**src/pkg/periph_pkg.sv**
```systemverilog
// shared constants for the peripheral register bank and its data channels
// assumes a 32-bit peripheral bus with zero-wait single-word accesses
package periph_pkg;
	localparam int DATA_W = 32;
	localparam int ADDR_W = 16;
	localparam int WIN_BITS = 14;
	localparam int IRQC_WIN_BITS = 12;
	localparam int PTR_W = 32;
	localparam int CNT_W = 16;
	localparam int MODE_W = 8;
	localparam int SR_W = 4;
	localparam int NUM_PORTS = 2;
	localparam int NUM_CHAN = 4;

	// windows selected by the top address bits
	localparam logic [1:0] WIN_PORT0 = 2'h0;
	localparam logic [1:0] WIN_PORT1 = 2'h1;
	localparam logic [1:0] WIN_IRQC = 2'h2;
	localparam logic [3:0] IRQC_PAGE = 4'h8;

	// register offsets inside a serial port window
	localparam logic [WIN_BITS-1:0] OFF_CTRL = 14'h0000;
	localparam logic [WIN_BITS-1:0] OFF_MODE = 14'h0004;
	localparam logic [WIN_BITS-1:0] OFF_IEN = 14'h0008;
	localparam logic [WIN_BITS-1:0] OFF_IDIS = 14'h000C;
	localparam logic [WIN_BITS-1:0] OFF_IMASK = 14'h0010;
	localparam logic [WIN_BITS-1:0] OFF_STAT = 14'h0014;
	localparam logic [WIN_BITS-1:0] OFF_RX_PTR = 14'h0030;
	localparam logic [WIN_BITS-1:0] OFF_RX_CNT = 14'h0034;
	localparam logic [WIN_BITS-1:0] OFF_TX_PTR = 14'h0038;
	localparam logic [WIN_BITS-1:0] OFF_TX_CNT = 14'h003C;

	// command bits
	localparam int CTRL_RX_EN = 0;
	localparam int CTRL_RX_DIS = 1;
	localparam int CTRL_TX_EN = 2;
	localparam int CTRL_TX_DIS = 3;

	// status bits
	localparam int SR_END_RX = 0;
	localparam int SR_END_TX = 1;
	localparam int SR_RX_ON = 2;
	localparam int SR_TX_ON = 3;

	localparam logic [MODE_W-1:0] MODE_RST = 8'h00;
	localparam logic [SR_W-1:0] MASK_RST = 4'h0;
	localparam logic [1:0] CHEN_RST = 2'h0;
	localparam logic [PTR_W-1:0] PTR_RST = 32'h00000000;
	localparam logic [CNT_W-1:0] CNT_RST = 16'h0000;
	localparam logic [PTR_W-1:0] XFER_SIZE = 32'h00000001;
endpackage

```
**src/rtl/dma_channel.sv**
```systemverilog
// one data channel: address pointer, transfer counter, transfer handshake
// assumes req_i comes from serial port logic on the same clock
`timescale 1ns/1ps
module dma_channel (
	input wire logic mclk_i,
	input wire logic nrst_i,
	input wire logic ptr_wr_i,
	input wire logic cnt_wr_i,
	input wire logic [periph_pkg::DATA_W-1:0] wdata_i,
	input wire logic enable_i,
	input wire logic req_i,
	output logic [periph_pkg::PTR_W-1:0] ptr_o,
	output logic [periph_pkg::CNT_W-1:0] cnt_o,
	output logic ack_o,
	output logic [periph_pkg::PTR_W-1:0] addr_o
);
	logic [periph_pkg::PTR_W-1:0] ptr_reg, ptr_next, addr_reg, addr_next;
	logic [periph_pkg::CNT_W-1:0] cnt_reg, cnt_next;
	logic ack_reg, ack_next;

	always_comb begin
		ptr_next = ptr_reg;
		cnt_next = cnt_reg;
		addr_next = addr_reg;
		ack_next = 1'b0;
		if (req_i && enable_i && (cnt_reg != periph_pkg::CNT_RST)) begin // [RULE_16]
			addr_next = ptr_reg;
			ptr_next = ptr_reg + periph_pkg::XFER_SIZE;
			cnt_next = cnt_reg - 16'h0001;
			ack_next = 1'b1;
		end
		// a software reload overrides the transfer's pointer or counter update in the same cycle; the ack and address still go out
		if (ptr_wr_i) begin
			ptr_next = wdata_i[periph_pkg::PTR_W-1:0];
		end
		if (cnt_wr_i) begin
			cnt_next = wdata_i[periph_pkg::CNT_W-1:0];
		end
	end

	always_ff @(posedge mclk_i or negedge nrst_i) begin
		if (!nrst_i) begin
			ptr_reg <= periph_pkg::PTR_RST;
			cnt_reg <= periph_pkg::CNT_RST;
			addr_reg <= periph_pkg::PTR_RST;
			ack_reg <= 1'b0;
		end else begin
			ptr_reg <= ptr_next;
			cnt_reg <= cnt_next;
			addr_reg <= addr_next;
			ack_reg <= ack_next;
		end
	end

	assign ptr_o = ptr_reg;
	assign cnt_o = cnt_reg;
	assign ack_o = ack_reg;
	assign addr_o = addr_reg;

	a_cnt_step: assert property (@(posedge mclk_i) disable iff (!nrst_i) // [RULE_16]
		(req_i && enable_i && cnt_reg != 16'h0000 && !ptr_wr_i && !cnt_wr_i) |=>
		(cnt_reg == $past(cnt_reg) - 16'h0001) && (ptr_reg == $past(ptr_reg) + 32'h00000001) && ack_reg)
		else $error("channel did not advance on a transfer");

	a_stop_zero: assert property (@(posedge mclk_i) disable iff (!nrst_i) // [RULE_16]
		(cnt_reg == 16'h0000 && !cnt_wr_i && !ptr_wr_i) |=> (cnt_reg == 16'h0000) && !ack_reg && $stable(ptr_reg))
		else $error("channel moved with an empty counter");
endmodule // dma_channel

```
**src/rtl/periph_regs.sv**
```systemverilog
// register bank of two serial ports with their four data channels
// assumes a zero-wait peripheral bus master and serial ports on mclk_i
//
// Notes on behaviour
// RULE_01: registers sit on the 32-bit bus and answer full words only.
// RULE_02: byte or half-word addresses have low bits dropped; a word access results.
// RULE_03: each port gets a 16 KB window; the interrupt controller gets 4 KB.
// RULE_04: command register is write-only; ones trigger commands, zeros do nothing.
// RULE_05: mode register reads back, holds configuration, resets to zero.
// RULE_06: status register is read-only; writes leave it unchanged.
// RULE_07: a one written to an enable register sets that shadow bit only.
// RULE_08: a one written to a disable register clears that bit; zeros ignored.
// RULE_09: unused bits are written as zero by software and always read zero.
// RULE_10: interrupt source is the OR of status bits ANDed with mask bits.
// RULE_11: mask is readable, changed only via interrupt enable and disable registers.
// RULE_12: four data channels serve the two serial ports.
// RULE_13: each port has a receive and transmit channel inside its own window.
// RULE_14: each channel has a 32-bit address pointer and 16-bit transfer counter.
// RULE_15: a finished channel sets an end flag in status; unmasked, it interrupts.
// RULE_16: each transfer advances the pointer, decrements the counter, stops at zero.
`timescale 1ns/1ps
module periph_regs (
	input wire logic mclk_i,
	input wire logic nrst_i,
	input wire logic psel_i,
	input wire logic penable_i,
	input wire logic pwrite_i,
	input wire logic [periph_pkg::ADDR_W-1:0] paddr_i,
	input wire logic [periph_pkg::DATA_W-1:0] pwdata_i,
	output logic [periph_pkg::DATA_W-1:0] prdata_o,
	output logic pready_o,
	output logic pslverr_o,
	output logic irqc_sel_o,
	output logic [periph_pkg::NUM_PORTS-1:0] irq_o,
	output logic [periph_pkg::NUM_PORTS-1:0][periph_pkg::MODE_W-1:0] mode_o,
	input wire logic [periph_pkg::NUM_PORTS-1:0] rx_req_i,
	input wire logic [periph_pkg::NUM_PORTS-1:0] tx_req_i,
	output logic [periph_pkg::NUM_PORTS-1:0] rx_ack_o,
	output logic [periph_pkg::NUM_PORTS-1:0] tx_ack_o,
	output logic [periph_pkg::NUM_PORTS-1:0][periph_pkg::PTR_W-1:0] rx_addr_o,
	output logic [periph_pkg::NUM_PORTS-1:0][periph_pkg::PTR_W-1:0] tx_addr_o
);
	// ----------------------------------------------------------------
	// address decode
	// ----------------------------------------------------------------
	logic setup_w, access_w, wr_w, port_hit_w, irqc_hit_w;
	logic [1:0] win_w;
	logic port_idx_w;
	logic [periph_pkg::WIN_BITS-1:0] off_w;

	assign setup_w = psel_i && !penable_i;
	assign access_w = psel_i && penable_i;
	assign wr_w = access_w && pwrite_i;
	assign win_w = paddr_i[periph_pkg::ADDR_W-1:periph_pkg::WIN_BITS]; // [RULE_03]
	assign port_hit_w = (win_w == periph_pkg::WIN_PORT0) || (win_w == periph_pkg::WIN_PORT1); // [RULE_03]
	assign port_idx_w = win_w[0];
	// the interrupt controller window is only the first 4 KB of its slot
	assign irqc_hit_w = (paddr_i[periph_pkg::ADDR_W-1:periph_pkg::IRQC_WIN_BITS] == periph_pkg::IRQC_PAGE); // [RULE_03]
	// lane bits are dropped so narrow accesses become word accesses
	assign off_w = {paddr_i[periph_pkg::WIN_BITS-1:2], 2'b00}; // [RULE_01] [RULE_02]

	// ----------------------------------------------------------------
	// per-port control state
	// ----------------------------------------------------------------
	logic [periph_pkg::MODE_W-1:0] mode_reg [periph_pkg::NUM_PORTS];
	logic [periph_pkg::MODE_W-1:0] mode_next [periph_pkg::NUM_PORTS];
	logic [periph_pkg::SR_W-1:0] imask_reg [periph_pkg::NUM_PORTS];
	logic [periph_pkg::SR_W-1:0] imask_next [periph_pkg::NUM_PORTS];
	logic [1:0] chen_reg [periph_pkg::NUM_PORTS];
	logic [1:0] chen_next [periph_pkg::NUM_PORTS];
	logic [periph_pkg::NUM_PORTS-1:0] irq_reg, irq_next;
	logic [periph_pkg::SR_W-1:0] status_w [periph_pkg::NUM_PORTS];

	// channel wiring: channel 2p is receive, 2p+1 transmit of port p
	logic [periph_pkg::NUM_CHAN-1:0] ptr_wr_w, cnt_wr_w, ch_en_w, ch_req_w, ch_ack_w;
	logic [periph_pkg::PTR_W-1:0] ch_ptr_w [periph_pkg::NUM_CHAN];
	logic [periph_pkg::PTR_W-1:0] ch_addr_w [periph_pkg::NUM_CHAN];
	logic [periph_pkg::CNT_W-1:0] ch_cnt_w [periph_pkg::NUM_CHAN];

	always_comb begin
		for (int p = 0; p < periph_pkg::NUM_PORTS; p++) begin
			mode_next[p] = mode_reg[p];
			imask_next[p] = imask_reg[p];
			chen_next[p] = chen_reg[p];
			// end flags are live: counter at zero means the programmed count is done
			status_w[p] = {chen_reg[p][1], chen_reg[p][0],
				ch_cnt_w[2*p+1] == periph_pkg::CNT_RST, ch_cnt_w[2*p] == periph_pkg::CNT_RST}; // [RULE_15]
			irq_next[p] = |(status_w[p] & imask_reg[p]); // [RULE_10] [RULE_15]
			if (wr_w && port_hit_w && (port_idx_w == p[0])) begin
				case (off_w)
					periph_pkg::OFF_CTRL: begin // [RULE_04]
						// disable wins when both commands come together
						chen_next[p][0] = (chen_reg[p][0] || pwdata_i[periph_pkg::CTRL_RX_EN])
							&& !pwdata_i[periph_pkg::CTRL_RX_DIS];
						chen_next[p][1] = (chen_reg[p][1] || pwdata_i[periph_pkg::CTRL_TX_EN])
							&& !pwdata_i[periph_pkg::CTRL_TX_DIS];
					end
					periph_pkg::OFF_MODE: begin
						mode_next[p] = pwdata_i[periph_pkg::MODE_W-1:0]; // [RULE_05]
					end
					periph_pkg::OFF_IEN: begin
						imask_next[p] = imask_reg[p] | pwdata_i[periph_pkg::SR_W-1:0]; // [RULE_07] [RULE_11]
					end
					periph_pkg::OFF_IDIS: begin
						imask_next[p] = imask_reg[p] & ~pwdata_i[periph_pkg::SR_W-1:0]; // [RULE_08] [RULE_11]
					end
					default: begin
						// status and mask view are not writable here
						mode_next[p] = mode_reg[p]; // [RULE_06]
					end
				endcase
			end
		end
	end

	always_ff @(posedge mclk_i or negedge nrst_i) begin
		if (!nrst_i) begin
			for (int p = 0; p < periph_pkg::NUM_PORTS; p++) begin
				mode_reg[p] <= periph_pkg::MODE_RST;
				imask_reg[p] <= periph_pkg::MASK_RST;
				chen_reg[p] <= periph_pkg::CHEN_RST;
			end
			irq_reg <= '0;
		end else begin
			for (int p = 0; p < periph_pkg::NUM_PORTS; p++) begin
				mode_reg[p] <= mode_next[p];
				imask_reg[p] <= imask_next[p];
				chen_reg[p] <= chen_next[p];
			end
			irq_reg <= irq_next;
		end
	end

	// ----------------------------------------------------------------
	// data channels
	// ----------------------------------------------------------------
	for (genvar c = 0; c < periph_pkg::NUM_CHAN; c++) begin : g_chan // [RULE_12]
		localparam logic PORT = (c / 2) == 1;
		localparam logic IS_TX = (c % 2) == 1;
		localparam logic [periph_pkg::WIN_BITS-1:0] PTR_OFF = IS_TX ? periph_pkg::OFF_TX_PTR : periph_pkg::OFF_RX_PTR;
		localparam logic [periph_pkg::WIN_BITS-1:0] CNT_OFF = IS_TX ? periph_pkg::OFF_TX_CNT : periph_pkg::OFF_RX_CNT;
		// channel registers live inside their own port window
		assign ptr_wr_w[c] = wr_w && port_hit_w && (port_idx_w == PORT) && (off_w == PTR_OFF); // [RULE_13]
		assign cnt_wr_w[c] = wr_w && port_hit_w && (port_idx_w == PORT) && (off_w == CNT_OFF); // [RULE_13]
		assign ch_en_w[c] = chen_reg[c/2][c%2];
		assign ch_req_w[c] = IS_TX ? tx_req_i[c/2] : rx_req_i[c/2];
		dma_channel u_chan ( // [RULE_14]
			.mclk_i(mclk_i),
			.nrst_i(nrst_i),
			.ptr_wr_i(ptr_wr_w[c]),
			.cnt_wr_i(cnt_wr_w[c]),
			.wdata_i(pwdata_i),
			.enable_i(ch_en_w[c]),
			.req_i(ch_req_w[c]),
			.ptr_o(ch_ptr_w[c]),
			.cnt_o(ch_cnt_w[c]),
			.ack_o(ch_ack_w[c]),
			.addr_o(ch_addr_w[c])
		);
	end

	// ----------------------------------------------------------------
	// bus answer
	// ----------------------------------------------------------------
	logic [periph_pkg::DATA_W-1:0] rdata_reg, rdata_next;
	logic ready_reg, ready_next, err_reg, err_next, irqc_reg, irqc_next;
	logic rsel_w;

	assign rsel_w = port_idx_w;

	always_comb begin
		// unused bits stay zero because every field is zero-extended
		rdata_next = '0; // [RULE_09]
		err_next = 1'b0;
		ready_next = setup_w;
		irqc_next = setup_w && irqc_hit_w;
		if (setup_w) begin
			if (port_hit_w) begin
				case (off_w)
					periph_pkg::OFF_CTRL: rdata_next = '0; // [RULE_04]
					periph_pkg::OFF_IEN: rdata_next = '0;
					periph_pkg::OFF_IDIS: rdata_next = '0;
					periph_pkg::OFF_MODE: rdata_next = {24'h000000, mode_reg[rsel_w]}; // [RULE_05]
					periph_pkg::OFF_IMASK: rdata_next = {28'h0000000, imask_reg[rsel_w]}; // [RULE_11]
					periph_pkg::OFF_STAT: rdata_next = {28'h0000000, status_w[rsel_w]}; // [RULE_06]
					periph_pkg::OFF_RX_PTR: rdata_next = ch_ptr_w[{rsel_w, 1'b0}];
					periph_pkg::OFF_RX_CNT: rdata_next = {16'h0000, ch_cnt_w[{rsel_w, 1'b0}]};
					periph_pkg::OFF_TX_PTR: rdata_next = ch_ptr_w[{rsel_w, 1'b1}];
					periph_pkg::OFF_TX_CNT: rdata_next = {16'h0000, ch_cnt_w[{rsel_w, 1'b1}]};
					default: err_next = 1'b1;
				endcase
			end else if (!irqc_hit_w) begin
				err_next = 1'b1; // [RULE_03]
			end
		end
	end

	always_ff @(posedge mclk_i or negedge nrst_i) begin
		if (!nrst_i) begin
			rdata_reg <= '0;
			ready_reg <= 1'b0;
			err_reg <= 1'b0;
			irqc_reg <= 1'b0;
		end else begin
			rdata_reg <= rdata_next;
			ready_reg <= ready_next;
			err_reg <= err_next;
			irqc_reg <= irqc_next;
		end
	end

	assign prdata_o = rdata_reg;
	assign pready_o = ready_reg;
	assign pslverr_o = err_reg;
	assign irqc_sel_o = irqc_reg;
	assign irq_o = irq_reg;

	for (genvar p = 0; p < periph_pkg::NUM_PORTS; p++) begin : g_port_out
		assign mode_o[p] = mode_reg[p];
		assign rx_ack_o[p] = ch_ack_w[2*p];
		assign tx_ack_o[p] = ch_ack_w[2*p+1];
		assign rx_addr_o[p] = ch_addr_w[2*p];
		assign tx_addr_o[p] = ch_addr_w[2*p+1];
	end

	// ----------------------------------------------------------------
	// checks
	// ----------------------------------------------------------------
	a_mode_write: assert property (@(posedge mclk_i) disable iff (!nrst_i) // [RULE_05]
		(wr_w && win_w == 2'h0 && off_w == 14'h0004) |=> mode_o[0] == $past(pwdata_i[7:0]))
		else $error("mode write not held");

	a_status_ro: assert property (@(posedge mclk_i) disable iff (!nrst_i) // [RULE_06]
		(wr_w && win_w == 2'h0 && off_w == 14'h0014) |=> (chen_reg[0] == $past(chen_reg[0])) && $stable(imask_reg[0]))
		else $error("status write changed state");

	a_ien_sets: assert property (@(posedge mclk_i) disable iff (!nrst_i) // [RULE_07]
		(wr_w && win_w == 2'h0 && off_w == 14'h0008) |=> imask_reg[0] == ($past(imask_reg[0]) | $past(pwdata_i[3:0])))
		else $error("enable write did not set mask bits");

	a_idis_clears: assert property (@(posedge mclk_i) disable iff (!nrst_i) // [RULE_08]
		(wr_w && win_w == 2'h1 && off_w == 14'h000C) |=> imask_reg[1] == ($past(imask_reg[1]) & ~$past(pwdata_i[3:0])))
		else $error("disable write did not clear mask bits");

	a_cmd_zero: assert property (@(posedge mclk_i) disable iff (!nrst_i) // [RULE_04]
		(wr_w && win_w == 2'h0 && off_w == 14'h0000 && pwdata_i[3:0] == 4'h0) |=> $stable(chen_reg[0]))
		else $error("zero command changed channel enables");

	a_unused_zero: assert property (@(posedge mclk_i) disable iff (!nrst_i) // [RULE_09]
		(setup_w && port_hit_w && off_w == 14'h0004) |=> pready_o && prdata_o[31:8] == 24'h000000)
		else $error("unused bits read nonzero");

	a_irq_source: assert property (@(posedge mclk_i) disable iff (!nrst_i) // [RULE_10]
		1'b1 |=> irq_o[1] == $past(|(status_w[1] & imask_reg[1])))
		else $error("interrupt source mismatch");

	a_window_err: assert property (@(posedge mclk_i) disable iff (!nrst_i) // [RULE_03]
		(setup_w && win_w == 2'h2 && paddr_i[13:12] != 2'h0) |=> pslverr_o && !irqc_sel_o)
		else $error("outside interrupt controller window not refused");

	a_end_irq: assert property (@(posedge mclk_i) disable iff (!nrst_i) // [RULE_15]
		(ch_cnt_w[0] == 16'h0000 && imask_reg[0][0]) |=> irq_o[0])
		else $error("end of receive did not interrupt");
endmodule // periph_regs
```
**config.mk**
```make
export PLATFORM = sky130hd
export DESIGN_NAME = periph_regs
export DESIGN_NICKNAME = d
export VERILOG_FILES = /design/src/pkg/periph_pkg.sv /design/src/rtl/dma_channel.sv /design/src/rtl/periph_regs.sv
export SDC_FILE = /design/constraint.sdc
export NUM_CORES = 1
export LEC_CHECK = 0
export ABC_CLOCK_PERIOD_IN_PS = 4510
export BUFFER_PORTS_ARGS = -buffer_cell sky130_fd_sc_hd__buf_4
export CORE_UTILIZATION = 55
export DETAILED_ROUTE_END_ITERATION = 8
export PLACE_DENSITY = 0.81
export SKIP_CTS_REPAIR_TIMING = 1
export SYNTH_ARGS = -nofsm -noshare
export SYNTH_HDL_FRONTEND = slang
export SYNTH_SLANG_ARGS = --single-unit
export TNS_END_PERCENT = 1
```
**constraint.sdc**
```tcl
create_clock -name mclk_i -period 4.51 [get_ports mclk_i]
set_input_delay 0.2255 -clock mclk_i [delete_from_list [all_inputs] [get_ports mclk_i]]
set_output_delay 0.2255 -clock mclk_i [all_outputs]
set_load 0.02 [all_outputs]
```
==> reports/qor.csv, run 1 <==
metric,value,unit
layout_min_cycle_time,3420,ps
final_common_cell,dfrtp_1,
fin_ws,1090,ps
drc,0,
regArea,0.00973,mm^2
clockPowerShare,47.8,%
final_util,65.8,%
maxSlewViolCount,0,
pre_cts_slack,1170,ps
synth.area.top_cells,"dfrtp_1 49%, nand2_1 6.9%, nor2_1 5.5%",
grt_start_max_net_pins,99,
pwr-share-seq,48.5,%
async_flop_share,100,%
nNetsFinal,2407,
die_h,192,um
grt_overflow,0,
dp.cells,2742,
die_w,192,um
initial_core_util,55.8,%
synth-seq-cells,389,
diodes,0,
grt_pass1_wl,94100,um
yosysTopAreaCell,dfrtp_1,
path_clk_slew,60,ps
p_comb_share,3.6,%
cp.buffers_inverters,2,
tightest_slew,1270,ps
netlist.area_leader.share,49.2,%
setup_viol,0,
worstPathCellList,inv_1 > ha_1 > or4b_2 > nor4_4 > a21o_2 > inv_2 > nand2_1 > xor2_1 > a21oi_1,
synth_cells,2146,
area_growth_syn_to_layout,18.0,%
fp.coreArea,0.0355,mm^2
synth_area,0.0198,mm^2
switchingPower,1.63,mW
ant_nets,0,
slowest_delay,630,ps
num_rows,69,
synth_nets,2215,
cts_root_buffer,clkbuf_16,
fill_cells,2765,
total_power,7.21,mW
crit_fanout,35,
clock-sinks,389,
crit_type,flop to flop,
finalCritPeriodShare,75.7,%
drive_gt1_share,17.2,%
setup-tns-final,0,ps
max-cap-violations,0,
dr_wl_met2,28800,um
ir_worst_vdd,305,uV
outcome,"complete, no violations",
p_int,5.58,mW
ys_seq_area_share,49.2,%
wl_per_cell,21.8,um
track_usage,33.5,%
cpLargestDelayFamily,simple AND/OR/NAND/NOR gates,
htreeDepth,2,
wirelength,61700,um
grt_pass1_vias,16541,
drtPass1Iterations,8,
gp_congestion,0.946,
fin_cells,2829,
drt-met1-wl,24900,um
p_leak,11.2,nW
port_buffers,239,
final_cell_mix,"389 x dfrtp_1, 360 x nand2_1, 290 x nor2_1",
multiInputGateArea,0.00943,mm^2
viasPerCell,6.12,
hpwl,43600,um
cts_tree,done,
cp_slowest_cell,or4b_2,
synth.yosys.warnings,0,
clk_latency,550,ps
drt-initial-drc-count,1865,
design_area,0.0234,mm^2
die_area,0.0367,mm^2
antenna_found_initial,0,
cts_buffers,42,
slew_headroom,15.3,%
cp-start-kind,flop,
dpl_cell_area,0.0219,mm^2
power_density,309,mW/mm^2
clockBufferDepth,3,
switching_share,22.6,%
critPathRequiredTime,4870,ps
wl_met3,5070,um
critPathCaptureType,flop,
maxUsedRoutingLayer,met4,
clock_skew,18.2,ps
crit_arrival,3780,ps
io-pin-count,242,
synth-main-ff-cell,dfrtp_1,
rsz0062_at_grt,no,
max_freq,293,MHz
synth.avg_cell_area,9.22,um^2
ys_types,64,
vias,17313,
finalHoldViolCount,0,
hold_class,primary input to flop,
synth_enable_flop_cells,0,
timing.hold.ws,1.40,ps
registers in the layout, indices dropped and copies added (netlist names), 2 cells and up, named ones only:
signal / flops
g_chan.u_chan.ptr_o: 128
prdata_o: 32
irq_o: 2
mode_o: 16
g_chan.u_chan.addr_o: 128
ch_en_w: 4
g_chan.u_chan.ack_o: 4
g_chan.u_chan.cnt_o: 64
power groups by stage:
stage | logic, mW | registers (mW) | clock network [mW]
6_report | 0.263 | 3.50 | 3.45
5_1_grt | 0.280 | 3.49 | 3.61
4_1_cts | 0.251 | 3.50 | 3.46
3_5_place_dp | 0.251 | 3.56 | 0
3_3_place_gp | 0.248 | 3.56 | 0
2_1_floorplan | 0.0799 | 3.56 | 0
logic make-up (layout without fill, tap and decap cells):
logic type | Yosys count | after routing | share of synthesized area (%)
AND/OR/NAND/NOR | 922 | 922 | 20.8
XOR/XNOR | 178 | 178 | 7.88
AO/OA/AOI/OAI | 320 | 320 | 9.33
flip-flops | 389 | 389 | 49.2
buffers and inverters | 165 | 387 | 3.32
multiplexers | 160 | 160 | 8.69
adder cells (fa/ha/maj) | 12 | 12 | 0.759
area by class of cell:
class                      instances  share of cell area (%)
timing repair buffer             273                    9.00
clock inverter                    13                   0.547
sequential                       389                    41.7
inverter                          40                   0.643
clock buffer                      61                    5.28
tap                              461                    2.47
multi-input combinational       1592                    40.4
worst min-delay path: stages:
cell     delay (ps)
buf_4           140
nor2_1          100
a21oi_1          50
per-layer routing:
| metal | up-vias | global-route usage [%] |
|---|---|---|
| li1 | 7753 | - |
| met1 | 8458 | 45.4 |
| met2 | 917 | 52.9 |
| met3 | 185 | 5.59 |
| met4 | 0 | 15.1 |
| met5 | - | 0 |
synth_stat cells, drive strengths merged (5+ instances only):
cell type and n:
a21oi 204, a31oi 9, a32oi 5, and2 8
and3 18, and4 6, buf 30, clkbuf 95
dfrtp 389, ha 12, inv 40, mux2 55
mux2i 101, nand2 362, nand3 54, nand4 46
nor2 292, nor3 50, nor4 46, o21ai 29
o22a 16, o22ai 24, or3 9, or4 8
xnor2 117, xor2 61
final timing paths:
kind	cells past startpoint	endpoint	slack [ps]	from
setup reg to reg	9	g_chan[1].u_chan.ptr_o[2]	1090	g_chan[1].u_chan.cnt_o[0]
hold / removal	3	g_chan[2].u_chan.ptr_o[28]	1	pwdata_i[28]
setup / recovery	9	g_chan[1].u_chan.ptr_o[2]	1090	g_chan[1].u_chan.cnt_o[0]
hold reg to reg	2	g_chan[3].u_chan.addr_o[23]	470	g_chan[3].u_chan.addr_o[23]
max in group asynchronous	3	g_chan[2].u_chan.ptr_o[14]	3010	nrst_i
min in group asynchronous	2	g_chan[3].u_chan.addr_o[19]	310	nrst_i
No activity file was read; power rests on OpenSTA's default activity.
==> run 2: changes to the inputs <==
- ABC_AREA: not set -> 1
- ABC_CLOCK_PERIOD_IN_PS: 4510 -> 3300
- PLACE_DENSITY: 0.81 -> 0.8
- clock period: 4.51 -> 3.3 ns (I/O delays scaled with it)
==> reports/qor.csv, run 2 <==
metric,value,unit,change
drive_gt1_share,12.0,%,-5.2 points
io-pin-count,242,,unchanged
clockBufferDepth,3,,unchanged
final_util,65.5,%,-0.30 points
grt_start_max_net_pins,188,,+90%
grt_pass1_vias,20783,,+26%
wl_per_cell,20.6,um,-5.4%
fill_cells,3491,,+26%
synth.area.top_cells,"dfrtp_1 44%, nand2_1 19%, xor2_1 5.7%",,
clock_skew,17.6,ps,-0.622 ps
synth.yosys.warnings,0,,unchanged
slowest_delay,990,ps,+360 ps
critPathRequiredTime,3810,ps,-1060 ps
netlist.area_leader.share,43.8,%,-5.4 points
drt-initial-drc-count,2459,,+32%
critPathCaptureType,flop,,
layout_min_cycle_time,2620,ps,
synthTopCellsByCount,"1,113 x nand2_1, 389 x dfrtp_1, 269 x inv_1",,
p_leak,12.2,nW,+9.7%
ys_types,48,,-25%
final_common_cell,nand2_1,,
crit_arrival,3130,ps,-650 ps
yosysTopAreaCell,dfrtp_1,,
die_h,203,um,+6.0%
crit_fanout,31,,-11%
synth-seq-cells,389,,unchanged
synth_cells,3062,,+43%
drc,0,,unchanged
ir_worst_vdd,565,uV,+86%
hold_class,primary input to flop,,
cts_root_buffer,clkbuf_16,,
die_w,203,um,+6.0%
worstPathCellList,dlygate4sd3_1 > buf_4 > nand2_1 > inv_1 > nand4_2 > inv_2 > nand3_2 > inv_2 > nor2_2 > o21ai_0 > nand3_1,,
num_rows,73,,+5.8%
grt_pass1_wl,120000,um,+28%
cp_slowest_cell,nor2_2,,
synth-main-ff-cell,dfrtp_1,,
slew_headroom,11.0,%,-4.3 points
wirelength,79000,um,+28%
finalHoldViolCount,3,,+3
setup-tns-final,0,ps,unchanged
ant_nets,0,,unchanged
crit_type,primary input to flop,,
fp.coreArea,0.0398,mm^2,+12%
finalCritPeriodShare,79.2,%,
drtPass1Iterations,6,,-2
antenna_found_initial,1,,+1
timing.hold.ws,-7.91,ps,-9.31 ps
rr_startpoint,g_chan[0].u_chan.cnt_o[12],,
gp_congestion,0.994,,+5.1%
startpoint,penable_i,,
pre_cts_slack,645,ps,-521 ps
grt_overflow,0,,unchanged
nNetsFinal,3342,,+39%
synth_enable_flop_cells,0,,unchanged
viasPerCell,5.75,,-6.0%
synth.avg_cell_area,7.27,um^2,-21%
hpwl,57400,um,+32%
rsz0062_at_grt,no,,
path_clk_slew,70,ps,about the same
die_area,0.0413,mm^2,+12%
tightest_slew,1330,ps,+67.3 ps
initial_core_util,55.9,%,+0.092 points
ys_seq_area_share,43.8,%,-5.4 points
hp-start,pwdata_i[10],,
cts_buffers,42,,unchanged
post-synth-top-count-cell,nand2_1,,
clock-sinks,389,,unchanged
final_cell_mix,"1,112 x nand2_1, 389 x dfrtp_1, 269 x inv_1",,
synth_nets,3131,,+41%
port_buffers,239,,unchanged
async_flop_share,100,%,unchanged
synth_area,0.0222,mm^2,+12%
max-cap-violations,0,,unchanged
maxSlewViolCount,0,,unchanged
total_power,15.3,mW,+110%
clk_latency,580,ps,+30 ps
vias,22042,,+27%
cts_tree,done,,
htreeDepth,2,,unchanged
violations,negative hold slack,,
power_density,588,mW/mm^2,+90%
max_freq,382,MHz,
area_growth_syn_to_layout,17.3,%,
track_usage,38.2,%,+4.7 points
cp-start-kind,primary input,,
outcome,"finished, violations left",,
setup_viol,0,,unchanged
fin_ws,685,ps,-410 ps
critPathMostFrequentCell,inv_2,,
==> run 2: cell types whose count changed in the layout (fill, tap and decap cells not counted), moves of 55 or more <==
cell / before / now
o211ai_1: 4 / 77
inv_1: 39 / 269
a21oi_1: 204 / 48
mux2i_1: 101 / 1
xor2_1: 61 / 144
nand3_1: 52 / 175
o21ai_0: 27 / 235
nand2_1: 360 / 1112
mux2_2: 55 / 0
xnor2_1: 117 / 14
==> run 2: area by class of cell <==
class / count / area (um^2) / share of cell area (%)
antenna: 1 / 2.50 / 0.00959
clock buffer: 64 / 1300 / 4.97
clock inverter: 12 / 190 / 0.729
inverter: 291 / 1100 / 4.21
multi-input combinational: 2253 / 10700 / 41.2
sequential: 389 / 9730 / 37.3
tap: 525 / 657 / 2.52
timing repair buffer: 296 / 2360 / 9.06
==> run 2: cells by family after synthesis <==
kind of cell,Yosys count,share of synthesized area [%]
buffers and inverters,420,7.98
AND/OR/NAND/NOR,1689,31.3
adder cells (fa/ha/maj),12,0.675
AO/OA/AOI/OAI,393,9.98
multiplexers,1,0.0450
XOR/XNOR,158,6.22
flip-flops,389,43.8
==> run 2: power by group <==
part | internal, mW | switching (mW)
Sequential | 5.49 | 0.817
Combinational | 1.38 | 2.51
Clock | 3.10 | 2.04
==> run 2: worst paths after layout <==
kind | end | slack [ps] | depth (start not counted)
hold / removal | g_chan[3].u_chan.ptr_o[10] | -8 | 3
max in group asynchronous | g_chan[1].u_chan.addr_o[13] | 2060 | 3
hold reg to reg | g_chan[3].u_chan.addr_o[0] | 480 | 2
setup / recovery | g_chan[3].u_chan.ptr_o[7] | 680 | 11
min in group asynchronous | g_chan[2].u_chan.addr_o[24] | 190 | 2
setup reg to reg | g_chan[0].u_chan.ptr_o[7] | 720 | 9
==> run 2: routing by layer <==
layer / wire length (um) / vias up / track usage, %
met5: 0 / - / 0
li1: - / 10154 / -
met3: 6920 / 223 / 6.29
met1: 33200 / 10508 / 53.5
met4: 4070 / 0 / 17.8
met2: 34900 / 1157 / 57.9
==> run 2: metrics by stage <==
| step | instances | cell area (um^2) | hold slack, ps |
|---|---|---|---|
| finish | 3831 | 26100 | -7.91 |
| global route | 3830 | 26100 | 1.83 |
| CTS | 3797 | 25800 | -371 |
| detailed placement | 3721 | 24300 | 237 |
| global placement | 3721 | 24300 | 230 |
| floorplan | 3062 | 22200 | -131 |
==> run 2: critical path: cells and delay by family <==
family          cells  cell delay, ps
simple gates        5            1650
buf+inv             5            1040
compound gates      1             270
